File: config.mk
export PLATFORM = sky130hd
export DESIGN_NAME = ldcr_regs
export DESIGN_NICKNAME = d
export VERILOG_FILES = /design/src/ldcr_pkg.sv /design/src/ldcr_regs.sv
export VERILOG_INCLUDE_DIRS = /design/src /design/src/src
export SDC_FILE = /design/constraint.sdc
export NUM_CORES = 1
export LEC_CHECK = 0
export ABC_AREA = 1
export BUFFER_PORTS_ARGS = -buffer_cell sky130_fd_sc_hd__buf_2
export CAP_MARGIN = 20
export CORE_UTILIZATION = 25
export DETAILED_ROUTE_END_ITERATION = 12
export PLACE_DENSITY = 0.44
export SLEW_MARGIN = 0
export SYNTH_ARGS = -nofsm -noshare
export SYNTH_HDL_FRONTEND = slang
export SYNTH_SLANG_ARGS = --single-unit
File: constraint.sdc
create_clock -name clock_i -period 1.89 [get_ports clock_i]
set_clock_uncertainty 0.2 [all_clocks]
set_input_delay 0.2835 -clock clock_i [delete_from_list [all_inputs] [get_ports clock_i]]
set_output_delay 0.2835 -clock clock_i [all_outputs]
set_load 0.005 [all_outputs]
File: src/ldcr_map.svh
/*
  register offsets, field positions, reset values and masks of the line
  driver control and diagnostic register bank.
  assumes: included by bare name from the package and the design file.
*/
`ifndef LDCR_MAP_SVH
`define LDCR_MAP_SVH

// register offsets
`define LDCR_OFS_CONFIG 8'h00
`define LDCR_OFS_RETRY 8'h01
`define LDCR_OFS_GENFLT 8'h02
`define LDCR_OFS_LEFTFLT 8'h03
`define LDCR_OFS_RIGHTFLT 8'h04
`define LDCR_OFS_FLAGS 8'h05
`define LDCR_OFS_GEN 8'h06
`define LDCR_OFS_LEN 8'h07
`define LDCR_OFS_REN 8'h08

// configuration fields
`define LDCR_CFG_DIAGON 7
`define LDCR_CFG_ENABLE 6
`define LDCR_CFG_MUTE 5
`define LDCR_CFG_PUMPOFF 4
`define LDCR_CFG_OLL 3
`define LDCR_CFG_OLR 2

// retry command fields
`define LDCR_CMD_LRETRY 7
`define LDCR_CMD_RRETRY 6

// general fault fields
`define LDCR_GF_WARN 6
`define LDCR_GF_TSHUT 5
`define LDCR_GF_OVV 4
`define LDCR_GF_MASK 8'h70

// channel fault fields
`define LDCR_CF_SUP 7
`define LDCR_CF_GND 6
`define LDCR_CF_LIM 5
`define LDCR_CF_OFS 3
`define LDCR_CF_OPEN 2
`define LDCR_CF_MASK 8'hec

// flag register fields
`define LDCR_FL_FAULT 7
`define LDCR_FL_LHIZ 6
`define LDCR_FL_RHIZ 5
`define LDCR_FL_LOFS 4
`define LDCR_FL_ROFS 3

// reset values
`define LDCR_RST_BYTE 8'h00

`endif

File: src/ldcr_pkg.sv
/*
  types shared by the line driver control and diagnostic register bank.
  assumes: field positions come from ldcr_map.svh.
*/
`include "ldcr_map.svh"

package ldcr_pkg;
  // one register byte
  typedef logic [7:0] ldcr_byte_t;
  // charge pump frequency codes
  typedef enum logic [1:0] {
    LDCR_PUMP_333K = 2'h0,
    LDCR_PUMP_190K = 2'h1,
    LDCR_PUMP_426K = 2'h2,
    LDCR_PUMP_260K = 2'h3
  } ldcr_pump_e;
  // per channel amplifier state, one-hot
  typedef enum logic [1:0] {
    LDCR_AMP_ON = 2'b01,
    LDCR_AMP_OFF = 2'b10
  } ldcr_amp_e;
endpackage

File: src/ldcr_regs.sv
/*
  control and diagnostic register bank of a dual-channel line driver:
  configuration, retry command, masked fault capture, clear-on-read
  channel faults, summary flags and the open-drain fault output.
  assumes: the serial transport delivers one-cycle write and read strobes
  with an 8-bit address and data on clock_i; analog detectors give levels
  from outside the clock domain.
  the fault pin is open drain: fault_pin_o is its data, always low, and
  fault_pin_oe_o switches the pad driver on while a fault is held.
  a read and a write in the same cycle both act; the transport keeps
  them apart if it needs a defined order on one register.
*/
// Summary of operation
// - config bit 7 turns diagnostic mode on
// - config bit 6 enables; pin low disables
// - config bit 5 mutes; mute pin forces
// - config bit 4 switches charge pump off
// - bits 3/2 rising start one open-load test
// - config bits 1:0 pick pump frequency
// - shorted amplifier off until retry bit written
// - general faults: warning, shutdown, overvoltage
// - general faults gated by enable register
// - left fault bits 7,6,5,3,2
// - right fault bits same as left
// - channel faults gated by channel enable
// - fault pin low on any channel fault
// - flag bit 7 mirrors fault pin low
// - flag bits 6/5 report floating outputs
// - flag bits 4/3 report channel offset
// - flag bits 2:0 give variant code
// - reading channel fault register clears it
// - enabled short switches channel off, floating
`timescale 1ns/10ps

`include "ldcr_map.svh"

module ldcr_regs #(
  parameter logic [2:0] VARIANT_CODE = 3'h2 // arbitrary value
) (
  input wire logic clock_i,
  input wire logic rstn_i,
  input wire logic wr_stb_i,
  input wire logic rd_stb_i,
  input wire logic [7:0] addr_i,
  input wire logic [7:0] wdata_i,
  output logic [7:0] rdata_o,
  input wire logic power_down_pin_n_i,
  input wire logic mute_pin_n_i,
  input wire logic [2:0] gen_fault_raw_i,
  input wire logic [4:0] left_fault_raw_i,
  input wire logic [4:0] right_fault_raw_i,
  output logic diagnostic_mode_on_o,
  output logic device_enabled_o,
  output logic outputs_muted_o,
  output logic pump_disable_o,
  output logic [1:0] pump_freq_sel_o,
  output logic left_openload_start_o,
  output logic right_openload_start_o,
  output logic left_amp_on_o,
  output logic right_amp_on_o,
  output logic left_output_floating_o,
  output logic right_output_floating_o,
  output logic fault_pin_o,
  output logic fault_pin_oe_o
);

  // every level from outside the clock domain goes through one common
  // filter, so detectors and pins see the same latency
  // raw inputs packed: [12:8] right, [7:3] left, [2:0] general, [14:13] pins
  localparam int NIN = 15;

  // three-stage synchronisers per input bit
  // only b reads a; filt compares b with c
  logic [NIN-1:0] sync_a;
  logic [NIN-1:0] sync_b;
  logic [NIN-1:0] sync_c;
  logic [NIN-1:0] filt; // filtered level, changes when b and c agree
  logic [NIN-1:0] raw_all;

  // register bytes, synchronously reset to zero, then 2-bit pulse, edge and state flops; the states reset to LDCR_AMP_ON
  // the variant code is a parameter and never stored
  ldcr_pkg::ldcr_byte_t config_reg; // control bits
  ldcr_pkg::ldcr_byte_t gen_fault_reg;
  ldcr_pkg::ldcr_byte_t left_fault_reg;
  ldcr_pkg::ldcr_byte_t right_fault_reg;
  ldcr_pkg::ldcr_byte_t general_enable_reg;
  ldcr_pkg::ldcr_byte_t left_enable_reg;
  ldcr_pkg::ldcr_byte_t right_enable_reg;
  logic [1:0] retry_pulse; // [1] left, [0] right, one cycle
  logic [1:0] old_prev; // previous open-load start bits
  ldcr_pkg::ldcr_amp_e left_state;
  ldcr_pkg::ldcr_amp_e right_state;

  // decoded faults in register layout
  // already gated by diagnostic mode and the enable registers
  ldcr_pkg::ldcr_byte_t left_det;
  ldcr_pkg::ldcr_byte_t right_det;
  ldcr_pkg::ldcr_byte_t gen_det;
  logic fault_any;
  logic left_short;
  logic right_short;
  logic wr_cfg;

  assign raw_all = {mute_pin_n_i, power_down_pin_n_i, right_fault_raw_i,
                    left_fault_raw_i, gen_fault_raw_i};

  // synchroniser chain, three flop stages per bit
  // every stage resets to the idle level of its input, so the first
  // compare after reset agrees at idle and no false edge follows
  genvar gi;
  generate
    for (gi = 0; gi < NIN; gi++) begin : g_sync
      always_ff @(posedge clock_i) begin
        if (!rstn_i) begin
          sync_a[gi] <= (gi >= 13); // pins idle high, detectors idle low
          sync_b[gi] <= (gi >= 13);
          sync_c[gi] <= (gi >= 13);
          filt[gi] <= (gi >= 13); // filtered level starts at idle too
        end else begin
          sync_a[gi] <= raw_all[gi];
          sync_b[gi] <= sync_a[gi];
          sync_c[gi] <= sync_b[gi];
          if (sync_b[gi] == sync_c[gi]) begin // agree: accept
            filt[gi] <= sync_c[gi];
          end
        end
      end
    end
  endgenerate

  // map raw detector bits into register positions
  // bits 4, 1 and 0 of the register stay zero
  function automatic ldcr_pkg::ldcr_byte_t chan_map(input logic [4:0] r);
    ldcr_pkg::ldcr_byte_t v;
    v = 8'h00;
    v[`LDCR_CF_SUP] = r[4];
    v[`LDCR_CF_GND] = r[3];
    v[`LDCR_CF_LIM] = r[2];
    v[`LDCR_CF_OFS] = r[1];
    v[`LDCR_CF_OPEN] = r[0];
    return v;
  endfunction

  // detection only in diagnostic mode and when enabled
  // a masked detector never reaches a register, the pin or a channel state
  // general bits: [2] warning to bit 6, [1] shutdown to 5, [0] overvoltage to 4
  always_comb begin
    left_det = chan_map(filt[7:3]) & left_enable_reg &
               {8{config_reg[`LDCR_CFG_DIAGON]}};
    right_det = chan_map(filt[12:8]) & right_enable_reg &
                {8{config_reg[`LDCR_CFG_DIAGON]}};
    gen_det = {1'b0, filt[2:0], 4'h0} & general_enable_reg &
              {8{config_reg[`LDCR_CFG_DIAGON]}};
  end

  // only supply and ground shorts switch a channel off
  // overcurrent, offset and open load only report
  assign left_short = left_det[`LDCR_CF_SUP] | left_det[`LDCR_CF_GND];
  assign right_short = right_det[`LDCR_CF_SUP] | right_det[`LDCR_CF_GND];
  assign wr_cfg = wr_stb_i && (addr_i == `LDCR_OFS_CONFIG);

  // configuration register
  // plain storage, nothing in it self-clears
  always_ff @(posedge clock_i) begin
    if (!rstn_i) begin
      config_reg <= `LDCR_RST_BYTE;
    end else if (wr_cfg) begin
      config_reg <= wdata_i;
    end
  end

  // open-load start: rising edge of config bits 3/2 gives one pulse
  // a repeated one is ignored; a zero must be written in between
  // the pulse comes one clock after the stored bit rises
  always_ff @(posedge clock_i) begin
    if (!rstn_i) begin
      old_prev <= 2'h0;
      left_openload_start_o <= 1'b0;
      right_openload_start_o <= 1'b0;
    end else begin
      old_prev <= {config_reg[`LDCR_CFG_OLL], config_reg[`LDCR_CFG_OLR]};
      left_openload_start_o <= config_reg[`LDCR_CFG_OLL] & ~old_prev[1];
      right_openload_start_o <= config_reg[`LDCR_CFG_OLR] & ~old_prev[0];
    end
  end

  // retry command: one-cycle pulse, never stored
  // so the command byte reads zero and cannot fire twice
  always_ff @(posedge clock_i) begin
    if (!rstn_i) begin
      retry_pulse <= 2'h0;
    end else if (wr_stb_i && (addr_i == `LDCR_OFS_RETRY)) begin
      retry_pulse <= {wdata_i[`LDCR_CMD_LRETRY], wdata_i[`LDCR_CMD_RRETRY]};
    end else begin
      retry_pulse <= 2'h0;
    end
  end

  // mask registers, unused bits held at zero
  // right enable sits after the left one, same layout
  always_ff @(posedge clock_i) begin
    if (!rstn_i) begin
      general_enable_reg <= `LDCR_RST_BYTE;
      left_enable_reg <= `LDCR_RST_BYTE;
      right_enable_reg <= `LDCR_RST_BYTE;
    end else if (wr_stb_i) begin
      case (addr_i)
        `LDCR_OFS_GEN: general_enable_reg <= wdata_i & `LDCR_GF_MASK;
        `LDCR_OFS_LEN: left_enable_reg <= wdata_i & `LDCR_CF_MASK;
        `LDCR_OFS_REN: right_enable_reg <= wdata_i & `LDCR_CF_MASK;
        default: ;
      endcase
    end
  end

  // general faults track the masked detectors
  // no latch: a bit drops with its level, reads have no side effect
  always_ff @(posedge clock_i) begin
    if (!rstn_i) begin
      gen_fault_reg <= `LDCR_RST_BYTE;
    end else begin
      gen_fault_reg <= gen_det;
    end
  end

  // channel faults sticky, cleared on read, a new set wins over the clear
  // a condition still present at the clearing read shows again at once,
  // so the host never loses a fault between two reads
  always_ff @(posedge clock_i) begin
    if (!rstn_i) begin
      left_fault_reg <= `LDCR_RST_BYTE;
    end else if (rd_stb_i && (addr_i == `LDCR_OFS_LEFTFLT)) begin
      left_fault_reg <= left_det;
    end else begin
      left_fault_reg <= left_fault_reg | left_det;
    end
  end

  always_ff @(posedge clock_i) begin
    if (!rstn_i) begin
      right_fault_reg <= `LDCR_RST_BYTE;
    end else if (rd_stb_i && (addr_i == `LDCR_OFS_RIGHTFLT)) begin
      right_fault_reg <= right_det;
    end else begin
      right_fault_reg <= right_fault_reg | right_det;
    end
  end

  // left amplifier: off on a short until retried
  // a retry while the short is still seen trips it again next cycle
  always_ff @(posedge clock_i) begin
    if (!rstn_i) begin
      left_state <= ldcr_pkg::LDCR_AMP_ON;
    end else begin
      case (left_state)
        ldcr_pkg::LDCR_AMP_ON: if (left_short) begin
          left_state <= ldcr_pkg::LDCR_AMP_OFF;
        end
        ldcr_pkg::LDCR_AMP_OFF: if (retry_pulse[1]) begin
          left_state <= ldcr_pkg::LDCR_AMP_ON;
        end
        default: left_state <= ldcr_pkg::LDCR_AMP_ON;
      endcase
    end
  end

  // right amplifier: same sequence
  // its retry is bit 6 of the command byte
  always_ff @(posedge clock_i) begin
    if (!rstn_i) begin
      right_state <= ldcr_pkg::LDCR_AMP_ON;
    end else begin
      case (right_state)
        ldcr_pkg::LDCR_AMP_ON: if (right_short) begin
          right_state <= ldcr_pkg::LDCR_AMP_OFF;
        end
        ldcr_pkg::LDCR_AMP_OFF: if (retry_pulse[0]) begin
          right_state <= ldcr_pkg::LDCR_AMP_ON;
        end
        default: right_state <= ldcr_pkg::LDCR_AMP_ON;
      endcase
    end
  end

  // general faults report through their register only, not the pin
  assign fault_any = (|left_fault_reg) | (|right_fault_reg);

  // control outputs, registered
  // one cycle behind the register bits; pins already filtered
  always_ff @(posedge clock_i) begin
    if (!rstn_i) begin
      diagnostic_mode_on_o <= 1'b0;
      device_enabled_o <= 1'b0;
      outputs_muted_o <= 1'b0;
      pump_disable_o <= 1'b0;
      pump_freq_sel_o <= 2'h0;
      left_amp_on_o <= 1'b0;
      right_amp_on_o <= 1'b0;
      left_output_floating_o <= 1'b0;
      right_output_floating_o <= 1'b0;
      fault_pin_oe_o <= 1'b0;
    end else begin
      diagnostic_mode_on_o <= config_reg[`LDCR_CFG_DIAGON];
      device_enabled_o <= config_reg[`LDCR_CFG_ENABLE] & filt[13];
      outputs_muted_o <= config_reg[`LDCR_CFG_MUTE] | ~filt[14];
      pump_disable_o <= config_reg[`LDCR_CFG_PUMPOFF];
      pump_freq_sel_o <= config_reg[1:0];
      left_amp_on_o <= (left_state == ldcr_pkg::LDCR_AMP_ON);
      right_amp_on_o <= (right_state == ldcr_pkg::LDCR_AMP_ON);
      left_output_floating_o <= (left_state == ldcr_pkg::LDCR_AMP_OFF);
      right_output_floating_o <= (right_state == ldcr_pkg::LDCR_AMP_OFF);
      fault_pin_oe_o <= fault_any;
    end
  end

  // open drain: only ever drives low
  // the pad pulls low while the enable is high, floats otherwise
  assign fault_pin_o = 1'b0;

  // read data, registered; unmapped offsets read zero
  // a clearing read returns the contents held before the same edge
  always_ff @(posedge clock_i) begin
    if (!rstn_i) begin
      rdata_o <= 8'h00;
    end else if (rd_stb_i) begin
      case (addr_i)
        `LDCR_OFS_CONFIG: rdata_o <= config_reg;
        `LDCR_OFS_RETRY: rdata_o <= 8'h00;
        `LDCR_OFS_GENFLT: rdata_o <= gen_fault_reg;
        `LDCR_OFS_LEFTFLT: rdata_o <= left_fault_reg;
        `LDCR_OFS_RIGHTFLT: rdata_o <= right_fault_reg;
        `LDCR_OFS_FLAGS: rdata_o <= {fault_pin_oe_o,
                                      left_output_floating_o,
                                      right_output_floating_o,
                                      left_fault_reg[`LDCR_CF_OFS],
                                      right_fault_reg[`LDCR_CF_OFS],
                                      VARIANT_CODE};
        `LDCR_OFS_GEN: rdata_o <= general_enable_reg;
        `LDCR_OFS_LEN: rdata_o <= left_enable_reg;
        `LDCR_OFS_REN: rdata_o <= right_enable_reg;
        default: rdata_o <= 8'h00;
      endcase
    end
  end

endmodule

# == After elaboration in Yosys (flattened, before gate mapping) ==
# Cells that the tools add are included.
# classes
n_reduce_logical,13
mux,9
eq_ne,31
bitwise,18
# op_table
op,count
$pmux W8 S8,1
$and A8 B8 Y8,4
$eq A8 B3 Y1 const B,4
$eq A8 B2 Y1 const B,2
$mux W8,2
$or A8 B8 Y8,2
$reduce_or A8 Y1,2
$eq A1 B1 Y1,15
$reduce_and A2 Y1,6
$and A7 B8 Y8,1
$eq A8 B1 Y1 const B,1
$eq A8 B4 Y1 const B,1
$logic_not A8 Y1,1
$mux W2,4
$ne A2 B2 Y1 const B,4
$pmux W2 S2,2
$and A7 B7 Y7,1
$eq A2 B1 Y1 const B,2
$eq A2 B2 Y1 const B,2
$logic_and A1 B1 Y1,4
$or A1 B1 Y1,4
$and A1 B1 Y1,3
$not A1 Y1,3
# totals
word_cells,155
inputBits,35
register_bits,134

# == Logic depth before layout (Yosys ltp) ==
# logic_depth
depth_word,5
ltp_mapped,10
ltp_nobuf,9

# == Worst setup path after synthesis ==
# OpenSTA, ideal clock, no wires.
# synth_path
path_type,input-to-reg
start,input port addr_i[5]
end,register config_reg[3]
cell_stages,7
setup_time_ns,0.119
slack_ns,0.490
n_path_buf,1
t_required_ns,1.571
arrival_time_ns,1.080
path_cell_list,nor2_1 > nand2_2 > nor2_4 > nand2_2 > buf_2 > o21ai_0 > a21oi_1
# synth_via
elab_chain_len,2
# synth_rtl
item,line,source
"start, declared",ldcr_regs.sv:44,"input wire logic [7:0] addr_i,"
$logic_not A8 Y1,-,
$logic_and A1 B1 Y1,ldcr_regs.sv:160,assign wr_cfg = wr_stb_i && (addr_i == `LDCR_OFS_CONFIG);
"end signal, assigned",ldcr_regs.sv:166,config_reg <= `LDCR_RST_BYTE;
"end signal, assigned",ldcr_regs.sv:168,config_reg <= wdata_i;
"end, declared",ldcr_regs.sv:82,ldcr_pkg::ldcr_byte_t config_reg;
# Every way passes these cells.
# A chain may end at the register's enable or synchronous reset.

# == Worst setup path after layout ==
# layout_path
start,register right_output_floating_o
end,output port right_output_floating_o
# layout_rtl
item,line,source
"start, declared",ldcr_regs.sv:62,"output logic right_output_floating_o,"
"start signal, assigned",ldcr_regs.sv:311,right_output_floating_o <= (right_state == ldcr_pkg::LDCR_AMP_OFF);
# No word-level cell between the ends.

==> impl_metrics.csv <==
group,metric,value,unit
status,status,"finished clean",
final_layout,drive_gt1_share,20.1,%
cts,postCtsSetupRepairBufs,0,
route,drc,0,
hold_path,min_path_type,"input port to flip-flop",
setup_path,slowest_delay,0.38,ns
power,leakage,2.66,nW
setup_path,crit_chain,"buf_2",
timing,fin_hold_ws,0.00688,ns
placement,gp_congestion,0.821,
final_layout,multiInputGateArea,1580,um^2
grt,grt_first_pass_wirelength,16400,um
timing,fin_setup_tns,0,ns
yosys,syn-cell-area,4430,um^2
cts,cts_made_buffers,17,
timing,period_share,74.4,%
setup_path,cp_num_buf_inv,1,
grt,grt_util_all_layers,12.0,%
placement,io_buffers,55,
floorplanning,ioPinCount,57,
grt,grt_max_degree,73,
cts,clk_latency,0.41,ns
final_layout,final-seq-area,2460,um^2
route,first_pass_iters,4,
timing,setup_violations,0,
setup_path,end_kind,"output port",
cts,postCtsResizedCells,0,
route,vias,3495,
final_layout,diodes,0,
floorplanning,core-area,17300,um^2
final_layout,fin_nets,655,
final_layout,final.fill_count,1879,
placement,pre_cts_slack,0.170,ns
final_layout,fin_area,5760,um^2
final_layout,post-route-util,33.3,%
cts,path_clk_slew,0.05,ns
cts,htree_num_levels,4,
setup_path,start_kind,"flip-flop",
floorplanning,dieHeight,135,um
setup_path,cp.arrival,0.92,ns
setup_path,worstSetupPathType,"flip-flop to output port",
power,ir_drop,0.646,mV
timing,hold_violations,0,
timing,worst_slack,0.484,ns
timing,rsz0062_at_grt,"no",
yosys,syn-num-nets,573,
grt,overflow,0,
route,routed_wl,10000,um
cts,cts_root_buffer,"clkbuf_16",
timing,timing.fmax,0.711,GHz
final_layout,area_growth_syn_to_layout,30.2,%
yosys,ys_seq_area_share,55.6,%
placement,placed_cell_area,4940,um^2
grt,antenna_found_initial,0,
yosys,netlist_instances,538,
route,ant_nets,0,
cts,hold_buffers,21,
cts,cts_buffer_depth,2,
yosys,ys_warn_count,0,
setup_path,slowest_stage,"dfxtp_1",
final_layout,fin_cells,858,
setup_path,cp_max_fo,2,
route,drtIter0Drc,176,
yosys,syn_area_per_cell,8.23,um^2
cts,cts_num_sinks,123,
power,fin_total_pwr,6.20,mW
setup_path,cp.required,1.41,ns
placement,dp_cells,805,
route,avgViaCountPerCell,4.07,
floorplanning,die-area,18200,um^2
grt,grt_pass1_vias,3308,
route,wire_per_inst,11.7,um
floorplanning,initial_core_util,25.6,%
timing,drv_slew,0,
placement,place_hpwl,7180,um
timing,period_needed,1.41,ns
yosys,ys_ff_latch,123,
yosys,synth_cell_types,32,
floorplanning,die_w,135,um
floorplanning,rows,48,
cts,cts_tree,"done",
run,drv_cap,0,
power,power.density,1080,nW/um^2
setup_path,crit_family,"flip-flops",
[path summary, 6_finish.rpt]
| path | startpoint | endpoint | slack (ns) | depth (start not counted) |
|---|---|---|---|---|
| hold reg to reg | old_prev[0] | right_openload_start_o | 0.18 | 1 |
| hold / removal | wdata_i[2] | config_reg[2] | 0.007 | 3 |
| setup / recovery | right_output_floating_o | right_output_floating_o | 0.48 | 1 |
| setup reg to reg | config_reg[7] | right_state[0] | 0.65 | 5 |
[cell usage after synthesis (all sizes together)]
cell	number	area (um^2)
conb	1	3.75
nand3	45	230
or2	6	37.5
nand2	114	450
a31oi	3	18.8
nand4	1	6.26
dfxtp	123	2460
nor4	2	12.5
nor2	65	314
clkinv	3	12.5
o21ai	31	155
a21oi	47	250
buf	13	92.6
nor3	5	25.0
clkbuf	6	22.5
inv	67	257
a211oi	6	75.1
[cells by family (layout without fill, tap and decap cells)]
kind of cell           count (synthesis)  count (layout)  share of synthesized area, %
AND/OR/NAND/NOR                      238             238                          24.3
flip-flops                           123             123                          55.6
buffers and inverters                 89             184                          8.68
AO/OA/AOI/OAI                         87              87                          11.3
other                                  1               1                        0.0847
[routing by layer]
layer  track usage [%]  up-vias  part of all wire [%]
met2              18.4       61                    46
met4              5.06        0                   1.1
met5                 0        -                     0
met1              15.0     1559                    49
li1                  -     1868                     -
met3              4.54        7                   4.5
[layout by cell type (no fill, tap or decap), types with 4 or more instances in the layout]
cell           netlist  layout
dfxtp_1            123     123
nor3_1               5       5
or2_2                6       6
dlygate4sd3_1        0      21
a21oi_1             43      43
clkinv_2             1       5
nor2_4               4       4
o21ai_1              9       9
a21oi_2              4       4
nand3_1             44      44
o21ai_0             22      22
clkbuf_16            0      17
nand2_2              6       6
nand2_1            107     107
nor2_1              56      56
buf_2                4      55
buf_4                2       4
clkbuf_8             0       5
a211oi_2             6       6
inv_1               64      64
[cell type report]
cell class,count,area share (%)
inverter,70,4.67
sequential,123,42.7
clock buffer,25,8.77
timing repair buffer,82,9.64
multi-input combinational,326,27.4
tap,225,4.88
clock inverter,7,1.91
[report_power, final]
part / internal, mW / total [mW] / switching, mW
Clock: 2.24 / 3.31 / 1.07
Sequential: 2.64 / 2.66 / 0.0168
Combinational: 0.0983 / 0.230 / 0.132
Power figures use the tool's default switching activity.
